<file path="config.mk">
export PLATFORM = sky130hd
export DESIGN_NAME = cbd_top
export DESIGN_NICKNAME = d
export VERILOG_FILES = /design/src/rtl/cbd_pkg.sv /design/src/rtl/cbd_fifo.sv /design/src/rtl/cbd_top.sv
export SDC_FILE = /design/constraint.sdc
export NUM_CORES = 1
export LEC_CHECK = 0
export ABC_CLOCK_PERIOD_IN_PS = 2600
export BUFFER_PORTS_ARGS = -buffer_cell sky130_fd_sc_hd__buf_2
export CORE_ASPECT_RATIO = 0.5
export CORE_UTILIZATION = 55
export DETAILED_ROUTE_END_ITERATION = 7
export HOLD_SLACK_MARGIN = 0.15
export PLACE_DENSITY = 0.77
export SLEW_MARGIN = 0
export SYNTH_ARGS = -nofsm -noshare
export SYNTH_HDL_FRONTEND = slang
export SYNTH_SLANG_ARGS = --single-unit
</file>
<file path="constraint.sdc">
create_clock -name clk -period 2.6 [get_ports clk]
set_clock_uncertainty 0.2 [all_clocks]
set_input_delay 0.26 -clock clk [delete_from_list [all_inputs] [get_ports clk]]
set_output_delay 0.26 -clock clk [all_outputs]
set_load 0.02 [all_outputs]
</file>
<file path="src/rtl/cbd_pkg.sv">
// shared constants and types for the configuration bitstream decompressor
package cbd_pkg;
	localparam int DATA_W = 8; // configuration byte width
	localparam int FIFO_DEPTH = 8; // words buffered ahead of the cell writer
	localparam int FPP_HOLD = 4; // config clocks per parallel word when compressed
	localparam int SER_BITS = 8; // serial bits per assembled byte
	localparam int AS_HALF = 2; // system clocks per half period of the serial memory clock
	localparam logic [1:0] SCHEME_FPP = 2'h0; // fast passive parallel scheme
	localparam logic [1:0] SCHEME_PS = 2'h1; // passive serial scheme
	localparam logic [1:0] SCHEME_AS = 2'h2; // active serial scheme
	localparam logic [1:0] SCHEME_BSCAN = 2'h3; // boundary-scan loading
	localparam int HDR_COMP_BIT = 0; // header byte bit that marks a compressed stream
	localparam int TOK_RUN_BIT = 7; // token bit: run of zero bytes
	localparam int RUN_W = 2; // run length field, length is field plus one
	localparam logic [7:0] ZERO_BYTE = 8'h00; // byte emitted inside a run
	// pins that arrive from outside and pass the synchroniser together
	typedef struct packed {
		logic loadActive; // frame of configuration data in progress
		logic serialData; // serial data pin
		logic [DATA_W-1:0] parData; // parallel data pins
	} cbd_pins_t;
	// one byte with its valid flag
	typedef struct packed {
		logic valid;
		logic [DATA_W-1:0] data;
	} cbd_byte_t;
endpackage

</file>
<file path="src/rtl/cbd_fifo.sv">
// flip-flop fifo with valid and ready on both sides
`timescale 1ns/100ps
`default_nettype none
module cbd_fifo #(
	parameter int WIDTH = 8,
	parameter int DEPTH = 8
) (
	input wire logic clk,
	input wire logic resetn,
	input wire logic inValid,
	output logic inReady,
	input wire logic [WIDTH-1:0] inData,
	output logic outValid,
	input wire logic outReady,
	output logic [WIDTH-1:0] outData
);
	localparam int PW = (DEPTH > 1) ? $clog2(DEPTH) : 1; // pointer width
	localparam int CW = $clog2(DEPTH + 1); // count width
	localparam logic [CW-1:0] FULL_CNT = CW'(DEPTH); // count when full
	localparam logic [PW-1:0] LAST_PTR = PW'(DEPTH - 1); // last entry index

	logic [WIDTH-1:0] mem_ff [DEPTH]; // storage entries
	logic [PW-1:0] wrPtr_ff; // next entry to write
	logic [PW-1:0] rdPtr_ff; // next entry to read
	logic [CW-1:0] count_ff; // entries held
	wire logic doWrite; // push this cycle
	wire logic doRead; // pop this cycle
	wire logic [PW-1:0] nxt_wrPtr; // write pointer after a push
	wire logic [PW-1:0] nxt_rdPtr; // read pointer after a pop

	assign inReady = (count_ff != FULL_CNT);
	assign outValid = (count_ff != '0);
	assign outData = mem_ff[rdPtr_ff];
	assign doWrite = inValid && inReady;
	assign doRead = outValid && outReady;
	assign nxt_wrPtr = (wrPtr_ff == LAST_PTR) ? '0 : wrPtr_ff + 1'b1;
	assign nxt_rdPtr = (rdPtr_ff == LAST_PTR) ? '0 : rdPtr_ff + 1'b1;

	// storage entries, one per index
	genvar gi;
	generate
		for (gi = 0; gi < DEPTH; gi++)
		begin : gEntry
			always_ff @(posedge clk or negedge resetn)
			begin
				if (!resetn)
					mem_ff[gi] <= '0;
				else if (doWrite && (wrPtr_ff == PW'(gi)))
					mem_ff[gi] <= inData;
			end
		end
	endgenerate

	// pointers and fill count
	always_ff @(posedge clk or negedge resetn)
	begin
		if (!resetn)
		begin
			wrPtr_ff <= '0;
			rdPtr_ff <= '0;
			count_ff <= '0;
		end
		else
		begin
			if (doWrite)
				wrPtr_ff <= nxt_wrPtr;
			if (doRead)
				rdPtr_ff <= nxt_rdPtr;
			if (doWrite && !doRead)
				count_ff <= count_ff + 1'b1;
			else if (doRead && !doWrite)
				count_ff <= count_ff - 1'b1;
		end
	end
endmodule
`default_nettype wire

</file>
<file path="src/rtl/cbd_top.sv">
// configuration loader front end: byte assembly, real-time decompression, cell writes
// Overview of operation
// - expand compressed stream on the fly into cells
// - decompress in parallel, serial schemes; never boundary-scan
// - decompression outpaces delivery, never stalls input
// - each serial device takes compressed or plain data
`timescale 1ns/100ps
`default_nettype none
module cbd_top #(
	parameter int DATA_W = cbd_pkg::DATA_W,
	parameter int FIFO_DEPTH = cbd_pkg::FIFO_DEPTH
) (
	input wire logic clk,
	input wire logic resetn,
	input wire logic [1:0] schemeSel, // loading scheme pins
	input wire logic loadActive, // frame in progress
	input wire logic serialData, // serial data pin
	input wire logic [DATA_W-1:0] parData, // parallel data pins
	input wire logic cellReady, // configuration memory accepts a byte
	output logic [DATA_W-1:0] cellData, // byte to configuration memory
	output logic cellWrite, // byte valid toward configuration memory
	output logic asClkOut, // clock to serial configuration memory
	output logic compressedFlag, // current stream is compressed
	output logic overflowErr, // input byte lost, sticky for the frame
	output logic loadBusy // frame being loaded
);
	typedef enum {ST_IDLE, ST_HEADER, ST_STREAM} cbd_state_t; // frame states

	////////////////////////////////////////////////////////////////////////
	// pin synchronisers
	cbd_pkg::cbd_pins_t pinsMeta_ff; // first stage, read by second only
	cbd_pkg::cbd_pins_t pinsSync_ff; // second stage
	logic [1:0] schemeMeta_ff; // first stage of scheme pins
	logic [1:0] schemeSync_ff; // second stage of scheme pins
	wire cbd_pkg::cbd_pins_t pinsRaw; // pins gathered

	assign pinsRaw = '{loadActive: loadActive, serialData: serialData, parData: parData};

	// two flops on every frame, data and scheme pin; cellReady is used unsynchronised
	always_ff @(posedge clk or negedge resetn)
	begin
		if (!resetn)
		begin
			pinsMeta_ff <= '0;
			pinsSync_ff <= '0;
			schemeMeta_ff <= '0;
			schemeSync_ff <= '0;
		end
		else
		begin
			pinsMeta_ff <= pinsRaw;
			pinsSync_ff <= pinsMeta_ff;
			schemeMeta_ff <= schemeSel;
			schemeSync_ff <= schemeMeta_ff;
		end
	end

	////////////////////////////////////////////////////////////////////////
	// frame control
	cbd_state_t state_ff; // frame state
	cbd_state_t nxt_state; // next frame state
	logic compressed_ff; // stream carries compressed data
	logic [1:0] scheme_ff; // scheme latched at frame start
	logic loadBusy_ff; // frame being loaded, registered for the port
	wire logic frameOn; // synchronised frame level
	wire logic frameStart; // idle and frame begins
	wire logic isPar; // parallel scheme active
	wire logic isAs; // active serial scheme active
	wire logic gotByte; // assembled byte this cycle
	wire logic [DATA_W-1:0] asmData; // assembled byte

	assign frameOn = pinsSync_ff.loadActive;
	assign frameStart = (state_ff == ST_IDLE) && frameOn;
	assign isPar = (scheme_ff == cbd_pkg::SCHEME_FPP);
	assign isAs = (scheme_ff == cbd_pkg::SCHEME_AS);

	// header byte first, then payload until frame ends
	always_comb
	begin
		nxt_state = state_ff;
		case (state_ff)
			ST_IDLE:
				if (frameOn)
					nxt_state = ST_HEADER;
			ST_HEADER:
				if (!frameOn)
					nxt_state = ST_IDLE;
				else if (gotByte)
					nxt_state = ST_STREAM;
			ST_STREAM:
				if (!frameOn)
					nxt_state = ST_IDLE;
			default:
				nxt_state = ST_IDLE;
		endcase
	end

	// state, scheme and compression choice
	always_ff @(posedge clk or negedge resetn)
	begin
		if (!resetn)
		begin
			state_ff <= ST_IDLE;
			loadBusy_ff <= 1'b0;
			scheme_ff <= cbd_pkg::SCHEME_FPP;
			compressed_ff <= 1'b0;
		end
		else
		begin
			state_ff <= nxt_state;
			loadBusy_ff <= (nxt_state != ST_IDLE); // same timing as the state register
			if (frameStart)
			begin
				scheme_ff <= schemeSync_ff;
				compressed_ff <= 1'b0;
			end
			else if ((state_ff == ST_HEADER) && gotByte)
				compressed_ff <= asmData[cbd_pkg::HDR_COMP_BIT] && (scheme_ff != cbd_pkg::SCHEME_BSCAN);
		end
	end

	////////////////////////////////////////////////////////////////////////
	// byte assembly from serial or parallel pins
	logic [DATA_W-1:0] shift_ff; // serial shift register
	logic [$clog2(cbd_pkg::SER_BITS)-1:0] bitCnt_ff; // bits gathered
	logic [$clog2(cbd_pkg::FPP_HOLD)-1:0] holdCnt_ff; // parallel hold phase
	logic [$clog2(cbd_pkg::AS_HALF)-1:0] divCnt_ff; // serial memory clock divider
	logic asClk_ff; // serial memory clock level
	wire logic inFrame; // header or stream state
	wire logic asRise; // serial memory clock rises now
	wire logic serTake; // sample the serial pin
	wire logic parTake; // sample the parallel pins
	wire logic serDone; // last bit of a byte
	wire logic divWrap; // divider terminal count

	localparam logic [$clog2(cbd_pkg::SER_BITS)-1:0] LAST_BIT = ($clog2(cbd_pkg::SER_BITS))'(cbd_pkg::SER_BITS - 1);
	localparam logic [$clog2(cbd_pkg::FPP_HOLD)-1:0] LAST_HOLD = ($clog2(cbd_pkg::FPP_HOLD))'(cbd_pkg::FPP_HOLD - 1);
	localparam logic [$clog2(cbd_pkg::AS_HALF)-1:0] LAST_DIV = ($clog2(cbd_pkg::AS_HALF))'(cbd_pkg::AS_HALF - 1);

	assign inFrame = (state_ff != ST_IDLE) && frameOn;
	assign divWrap = (divCnt_ff == LAST_DIV);
	assign asRise = divWrap && !asClk_ff;
	assign serTake = inFrame && !isPar && (!isAs || asRise);
	assign serDone = serTake && (bitCnt_ff == LAST_BIT);
	// compressed words are held four clocks, take one per hold period
	assign parTake = inFrame && isPar && (!compressed_ff || (holdCnt_ff == '0));
	assign gotByte = serDone || parTake;
	assign asmData = isPar ? pinsSync_ff.parData : {pinsSync_ff.serialData, shift_ff[DATA_W-1:1]};

	// serial bits arrive low bit first
	always_ff @(posedge clk or negedge resetn)
	begin
		if (!resetn)
		begin
			shift_ff <= '0;
			bitCnt_ff <= '0;
		end
		else if (!inFrame)
			bitCnt_ff <= '0;
		else if (serTake)
		begin
			shift_ff <= {pinsSync_ff.serialData, shift_ff[DATA_W-1:1]};
			bitCnt_ff <= serDone ? '0 : bitCnt_ff + 1'b1;
		end
	end

	// hold phase restarts after the header word
	always_ff @(posedge clk or negedge resetn)
	begin
		if (!resetn)
			holdCnt_ff <= '0;
		else if (!inFrame || (state_ff == ST_HEADER))
			holdCnt_ff <= '0;
		else if (compressed_ff)
			holdCnt_ff <= (holdCnt_ff == LAST_HOLD) ? '0 : holdCnt_ff + 1'b1;
	end

	// divided clock toward serial memory, runs only in active serial frames
	always_ff @(posedge clk or negedge resetn)
	begin
		if (!resetn)
		begin
			divCnt_ff <= '0;
			asClk_ff <= 1'b0;
		end
		else if (!(inFrame && isAs))
		begin
			divCnt_ff <= '0;
			asClk_ff <= 1'b0;
		end
		else
		begin
			divCnt_ff <= divWrap ? '0 : divCnt_ff + 1'b1;
			if (divWrap)
				asClk_ff <= !asClk_ff;
		end
	end

	////////////////////////////////////////////////////////////////////////
	// input holding byte and decompressor
	cbd_pkg::cbd_byte_t inByte_ff; // payload byte waiting for expansion
	logic [cbd_pkg::RUN_W-1:0] runLeft_ff; // zero bytes still to emit
	logic litNext_ff; // next byte is a literal
	logic overflow_ff; // byte lost while holding busy
	wire logic payload; // payload byte assembled
	wire logic fifoReady; // fifo takes a byte
	wire logic inRun; // zero run in progress
	wire logic isRunTok; // held byte is a run token
	wire logic emitValid; // byte offered to fifo
	wire logic [DATA_W-1:0] emitData; // byte offered to fifo
	wire logic consume; // held byte used up
	wire logic emitted; // fifo took the byte

	assign payload = gotByte && (state_ff == ST_STREAM);
	assign inRun = (runLeft_ff != '0);
	assign isRunTok = inByte_ff.data[cbd_pkg::TOK_RUN_BIT];
	// plain streams pass through, compressed ones expand runs and literals
	assign emitValid = compressed_ff ? (inRun || (inByte_ff.valid && (litNext_ff || isRunTok))) : inByte_ff.valid;
	assign emitData = (compressed_ff && (inRun || !litNext_ff)) ? cbd_pkg::ZERO_BYTE : inByte_ff.data;
	assign emitted = emitValid && fifoReady;
	assign consume = inByte_ff.valid && !inRun && (emitted || (compressed_ff && !litNext_ff && !isRunTok));

	// held byte, refilled as each payload byte completes
	always_ff @(posedge clk or negedge resetn)
	begin
		if (!resetn)
			inByte_ff <= '0;
		else if (payload)
			inByte_ff <= '{valid: 1'b1, data: asmData};
		else if (consume || !inFrame)
			inByte_ff.valid <= 1'b0;
	end

	// run and literal tracking
	always_ff @(posedge clk or negedge resetn)
	begin
		if (!resetn)
		begin
			runLeft_ff <= '0;
			litNext_ff <= 1'b0;
		end
		else if (!inFrame)
		begin
			runLeft_ff <= '0;
			litNext_ff <= 1'b0;
		end
		else if (inRun)
		begin
			if (emitted)
				runLeft_ff <= runLeft_ff - 1'b1;
		end
		else if (consume && compressed_ff)
		begin
			if (litNext_ff)
				litNext_ff <= 1'b0;
			else if (isRunTok)
				runLeft_ff <= inByte_ff.data[cbd_pkg::RUN_W-1:0]; // first zero goes out now
			else
				litNext_ff <= 1'b1;
		end
	end

	// input never waits; a byte landing on an unused one is flagged
	always_ff @(posedge clk or negedge resetn)
	begin
		if (!resetn)
			overflow_ff <= 1'b0;
		else if (frameStart)
			overflow_ff <= 1'b0;
		else if (payload && inByte_ff.valid && !consume)
			overflow_ff <= 1'b1;
	end

	////////////////////////////////////////////////////////////////////////
	// buffer and registered cell write stage
	wire logic fifoValid; // fifo holds a byte
	wire logic [DATA_W-1:0] fifoData; // oldest fifo byte
	wire logic stageFree; // output stage can load
	logic [DATA_W-1:0] cellData_ff; // byte to cells
	logic cellWrite_ff; // byte valid to cells

	assign stageFree = !cellWrite_ff || cellReady;

	cbd_fifo #(
		.WIDTH(DATA_W),
		.DEPTH(FIFO_DEPTH)
	) uFifo (
		.clk(clk),
		.resetn(resetn),
		.inValid(emitValid),
		.inReady(fifoReady),
		.inData(emitData),
		.outValid(fifoValid),
		.outReady(stageFree),
		.outData(fifoData)
	);

	// output stage loads whenever empty or accepted
	always_ff @(posedge clk or negedge resetn)
	begin
		if (!resetn)
		begin
			cellData_ff <= '0;
			cellWrite_ff <= 1'b0;
		end
		else if (stageFree)
		begin
			cellData_ff <= fifoData;
			cellWrite_ff <= fifoValid;
		end
	end

	assign cellData = cellData_ff;
	assign cellWrite = cellWrite_ff;
	assign asClkOut = asClk_ff;
	assign compressedFlag = compressed_ff;
	assign overflowErr = overflow_ff;
	assign loadBusy = loadBusy_ff;
endmodule
`default_nettype wire

</file>
Word level (Yosys, flattened, before mapping):

Index checks and enable logic that the tools add are counted.
Widths: inputs -> output; s select.

* register bits after elaboration: 171
* output and inout port bits: 13
* word-level logic and storage cells: 184

* add/sub/neg operators: 8
* magnitude comparators: 1
* eq/ne operators: 25
* mux-type cells: 42
* bitwise operators: 1
* reductions and logical operators: 72

Operators with widths (number)
* $mux 32: 4
* $pmux 32 s3: 1
* $eq 32x2->1 const B: 2
* $logic_not 32->1: 2
* $reduce_bool 32->1: 2
* $logic_and 1x1->1: 33
* $eq 32x1->1 const B: 1
* $eq 32x3->1 const B: 1
* $mux 8: 4
* $bmux 8 s3: 1
* $eq 3x3->1 const B: 6
* $mux 2: 9
* $mux 1: 16
* $mux 3: 5
* $logic_not 1->1: 12
* $reduce_bool 2->1: 6
* $logic_or 1x1->1: 10
* $add 3x1->3 const B: 3
* $mux 4: 2
* $eq 3x2->1 const B: 2
* $ne 2x2->1 const B: 3
* $ne 3x1->1 const B: 2
* $ne 3x2->1 const B: 2
* $add 4x1->4 const B: 1
* 15 further kinds: 19

Depth between registers and ports, before layout:

* word-level depth: 11
* mapped depth: 14
* gate-level depth less buffers: 12

Hierarchy:

A second synthesis with hierarchy kept.

* cell total of the unflattened synthesis: 474
* area, all modules: 7146.9 um^2

Modules (own cells, without submodules)
* cbd_fifo: times used 1, cells an instance 229, area each 3644.7 um^2, seq. area each 1851.8 um^2
* cbd_top: times used 1, cells an instance 245, area each 3502.1 um^2, seq. area each 2402.3 um^2

Worst setup path after synthesis:

No wires, ideal clock.

* path kind: reg2reg
* start point: register compressed_ff (netlist: compressedFlag)
* end point: register uFifo.count_ff[3]
* library setup time: 0.125 ns
* arrival: 2.487 ns
* slack: -0.212 ns
* stages on the path, launching flop included: 15
* buffers on the path: 2
* clock period less this slack: 2.812 ns
* cell sequence: dfrtp_1 -> buf_4 -> nor3b_1 -> o22ai_2 -> nand2_4 -> inv_2 -> buf_6 -> ha_1 -> inv_1 -> ha_1 -> a21o_1 -> a21oi_1 -> xnor2_1 -> nor2_1 -> xor2_1

* cells in the longest elaborated chain, start to end: 5
* elaborated cells on any way between the ends: 7

RTL lines
* start, declared: RTL line cbd_top.sv:62 `logic compressed_ff;`
* start signal, assigned: RTL line cbd_top.sv:118 `compressed_ff <= asmData[cbd_pkg::HDR_COMP_BIT] && (scheme_ff != cbd_pkg::SCHEME_BSCAN);`
* $mux 1 (*): RTL line cbd_top.sv:218 `assign emitValid = compressed_ff ? (inRun || (inByte_ff.valid && (litNext_ff || isRunTok))) : inByte_ff.valid;`
* $logic_and 1x1->1 (*)
* via emitted: RTL line cbd_top.sv:212 `wire logic emitted;`
* $logic_not 1->1: RTL line cbd_fifo.sv:71 `else if (doRead && !doWrite)`
* $logic_and 1x1->1: RTL line cbd_fifo.sv:71
* $reduce_bool 2->1 (no source line)
* end signal, assigned: RTL line cbd_fifo.sv:70 `count_ff <= count_ff + 1'b1;`
* end signal, assigned: RTL line cbd_fifo.sv:72 `count_ff <= count_ff - 1'b1;`
* end, declared: RTL line cbd_fifo.sv:25 `logic [CW-1:0] count_ff;`

Mark *: on every way through the listed nets, which the timed path passes. The rest lies on a longest branch.
A chain may end at the register's enable or synchronous reset.

Worst setup path after layout:

* start point: register uFifo.count_ff[2]
* end point: register uFifo.count_ff[3]

* cells in the longest elaborated chain, start to end: 5
* elaborated cells on any way between the ends: 13

RTL lines
* branches (longest 5 deep; another with $sub 4x1->4)

Parallel ways; which one is timed is not known. The select of a mux whose other input is x is not followed.

==> impl_metrics.ini <==
[synthesis]
async_reset_ff_share_pct = 100.0
synth_seq_area_share_pct = 59.77
syn-cell-area_um2 = 7117
synth_warnings = 0
synth_flop_cell = dfrtp_1
ys_types = 54
synth.most_common_cell = dfrtp_1
ys_top_cells_by_count = dfrtp_1, nand2_1, mux2_2
yosysTopAreaCellShare_pct = 59.77
synth_top_cells_by_area = dfrtp_1, mux2_2, mux2_4
synth_edf_count = 0
syn_inst = 502
ys_ff_latch = 170
syn_avg_cell_area_um2 = 14.18
synth_top_area_cell = dfrtp_1

[routing]
vias = 4232
routed_wl_um = 13930
remaining_drc_errors = 0
viasPerCell = 5.447
wl_per_cell_um = 17.93
drtAntennaViolNets = 0
first_pass_iters = 4
drt_iter0_drc = 254

[floorplan]
dieHeight_um = 82.44
start_util_pct = 58.37
core_area_um2 = 12190
io_pins = 28
dieArea_um2 = 13430
die_w_um = 162.9
placementRows = 28

[global_route]
grt-ovfl-total = 0
grt_pass1_vias = 4423
grt_util_all_layers_pct = 23.19
antenna_found_initial = 0
grt_first_pass_wirelength_um = 22760
grt_start_max_net_pins = 68

[worst_setup_path]
critPathLaunch = uFifo.count_ff[2]$_DFFE_PN0P_
worstPathArrival_ps = 2690
crit_fanout = 4
r2r_end = uFifo.count_ff[3]$_DFFE_PN0P_
critPathKind = register to register
worstReg2RegStart = uFifo.count_ff[2]$_DFFE_PN0P_
crit_end = uFifo.count_ff[3]$_DFFE_PN0P_
cp-start-kind = register
worst_ep_required_time_ps = 2700
rrSetupSlack_ps = 7
end_kind = register
rr_worst_depth = 11

[finish]
area_growth_pct = 19.41
layout.nets = 630
n_antenna_cell = 0
layout-drive-gt1-share_pct = 33.17
fin_area_um2 = 8498
fillers = 809

[power_and_ir_drop]
peakVddDrop_mv = 0.4579
power.total_mw = 6.255
power.density_nw_per_um2 = 736.0
leakagePower_nw = 3.968

[timing]
slew-limit-headroom_pct = 53.31
fmax_ghz = 0.3856
hold_slack_ps = 149.1
hold_violations = 0
rsz0062_at_grt = yes
layout_min_cycle_time_ps = 2593
timing.final.crit_share_pct = 99.74
drv_slew = 0
setup_viol = 0
worst_pin_slew_ps = 700.4

[cts]
clock_latency_ps = 420
path_clk_slew_ps = 70
cts_tree = built
cts-buffers-inserted = 17
ctsLongestPathBuffers = 2
cts_sinks = 170
cts_root_buffer = clkbuf_16
htree_levels = 4

[min_path]
worstHoldStart = pinsMeta_ff[2]$_DFF_PN0_
hp-class = register to register

[place]
dpl_cell_area_um2 = 7620
port_buffers = 27
post-dp-hpwl_um = 8858
gp_congestion = 0.7780

[flow_run]
cap_violations = 0

[outcome]
status = completed
-- worst max-delay path, cell delays in order (launching register included) --
cell,delay [ps]
dfrtp_2,420
or4b_4,580
nand2_4,110
inv_4,40
ha_4,170
inv_4,70
ha_4,190
a21o_1,190
a21oi_2,160
xnor2_1,130
nor2_1,80
xor2_1,140
-- layer usage --
layer  vias to the layer above  share of wire (%)  GRT usage, %
met5                         -                  0             0
met4                         0                1.7         8.037
met3                        21                5.1         5.445
met2                       105                 47         38.30
met1                      2161                 46         30.78
li1                       1945                  -             -
-- logic make-up after synthesis --
family | synth area share, %
mux | 20.02
fa+ha+maj | 2.918
buf+inv | 2.338
compound gates | 4.782
other cells | 0.05269
flops | 59.77
simple gates | 9.494
xor+xnor | 0.6153
-- registers in the layout (all words and copies together) (netlist names), 3 cells and up --
name and count:
uFifo.count_ff 4, pinsMeta_ff 10, pinsSync_ff 9, inByte_ff 9
state_ff 32, uFifo.wrPtr_ff 3, shift_ff 7, bitCnt_ff 3
uFifo.rdPtr_ff 3, cellData 8, uFifo.mem_ff 64
-- metrics by stage --
| step | setup slack [ps] | utilization [%] | setup TNS [ps] | cells |
|---|---|---|---|---|
| 2_1_floorplan | 6.895 | - | 0 | 531 |
| 3_3_place_gp | 52.30 | 62.50 | 0 | 721 |
| 3_5_place_dp | -150.9 | 62.50 | -150.9 | 721 |
| 4_1_cts | 16.20 | 69.04 | 0 | 771 |
| 5_1_grt | -52.61 | 69.70 | -52.61 | 777 |
| 6_report | 6.714 | 69.70 | 0 | 777 |
-- area by class of cell --
class / count / area [um^2] / area share, %
sequential: 170 / 4257 / 50.09
inverter: 13 / 53.80 / 0.6331
clock inverter: 15 / 181.4 / 2.135
clock buffer: 17 / 425.4 / 5.006
multi-input combinational: 329 / 2878 / 33.86
tap: 165 / 206.4 / 2.429
timing repair buffer: 68 / 496.7 / 5.845
-- worst min-delay path by stage --
| stage | to | slack [ps] | depth (start not counted) |
|---|---|---|---|
| 6_report | pinsSync_ff[2]$_DFF_PN0_ | 150 | 0 |
| 5_1_grt | pinsSync_ff[2]$_DFF_PN0_ | 160 | 0 |
| 4_1_cts | schemeSync_ff[0]$_DFF_PN0_ | 150 | 0 |
| 3_5_place_dp | state_ff[12]$_DFF_PN0_ | 100 | 1 |
| 3_3_place_gp | state_ff[23]$_DFF_PN0_ | 90 | 1 |
| 2_1_floorplan | asClkOut$_DFFE_PN0N_ | -240 | 0 |
-- timing repair --
action,4_1_cts,5_1_grt
pin swaps,1,10
endpoints found under the setup margin,1,6
buffers inserted,4,6
gates resized for setup,5,5
hold buffers,14,0
hold endpoints to repair,146,0
-- layout by cell type, fill, tap and decap left out, types with 3 or more instances in the layout --
cell type / instances
inv_6: 5
dfrtp_1: 168
clkinvlp_4: 3
nor3_1: 4
inv_8: 3
buf_4: 26
and3_1: 3
dlygate4sd3_1: 14
inv_1: 10
and2_1: 10
mux2_4: 32
ha_4: 3
and3_4: 4
o21ai_0: 34
conb_1: 30
nor4_1: 8
nand2_1: 49
xnor2_1: 4
a21oi_1: 4
or3_1: 3
nor2_1: 13
ha_1: 12
nand4_1: 3
clkbuf_16: 17
mux2i_1: 10
nor4_4: 3
nand3_1: 4
mux2_2: 43
nand2b_1: 3
buf_2: 26
mux4_2: 16
-- power breakdown --
group | switching [mW] | internal (mW)
combinational | 0.409 | 0.397
sequential | 0.117 | 2.75
clock | 1.13 | 1.46
total | 1.65 | 4.60
No activity file was read; power rests on OpenSTA's default activity.
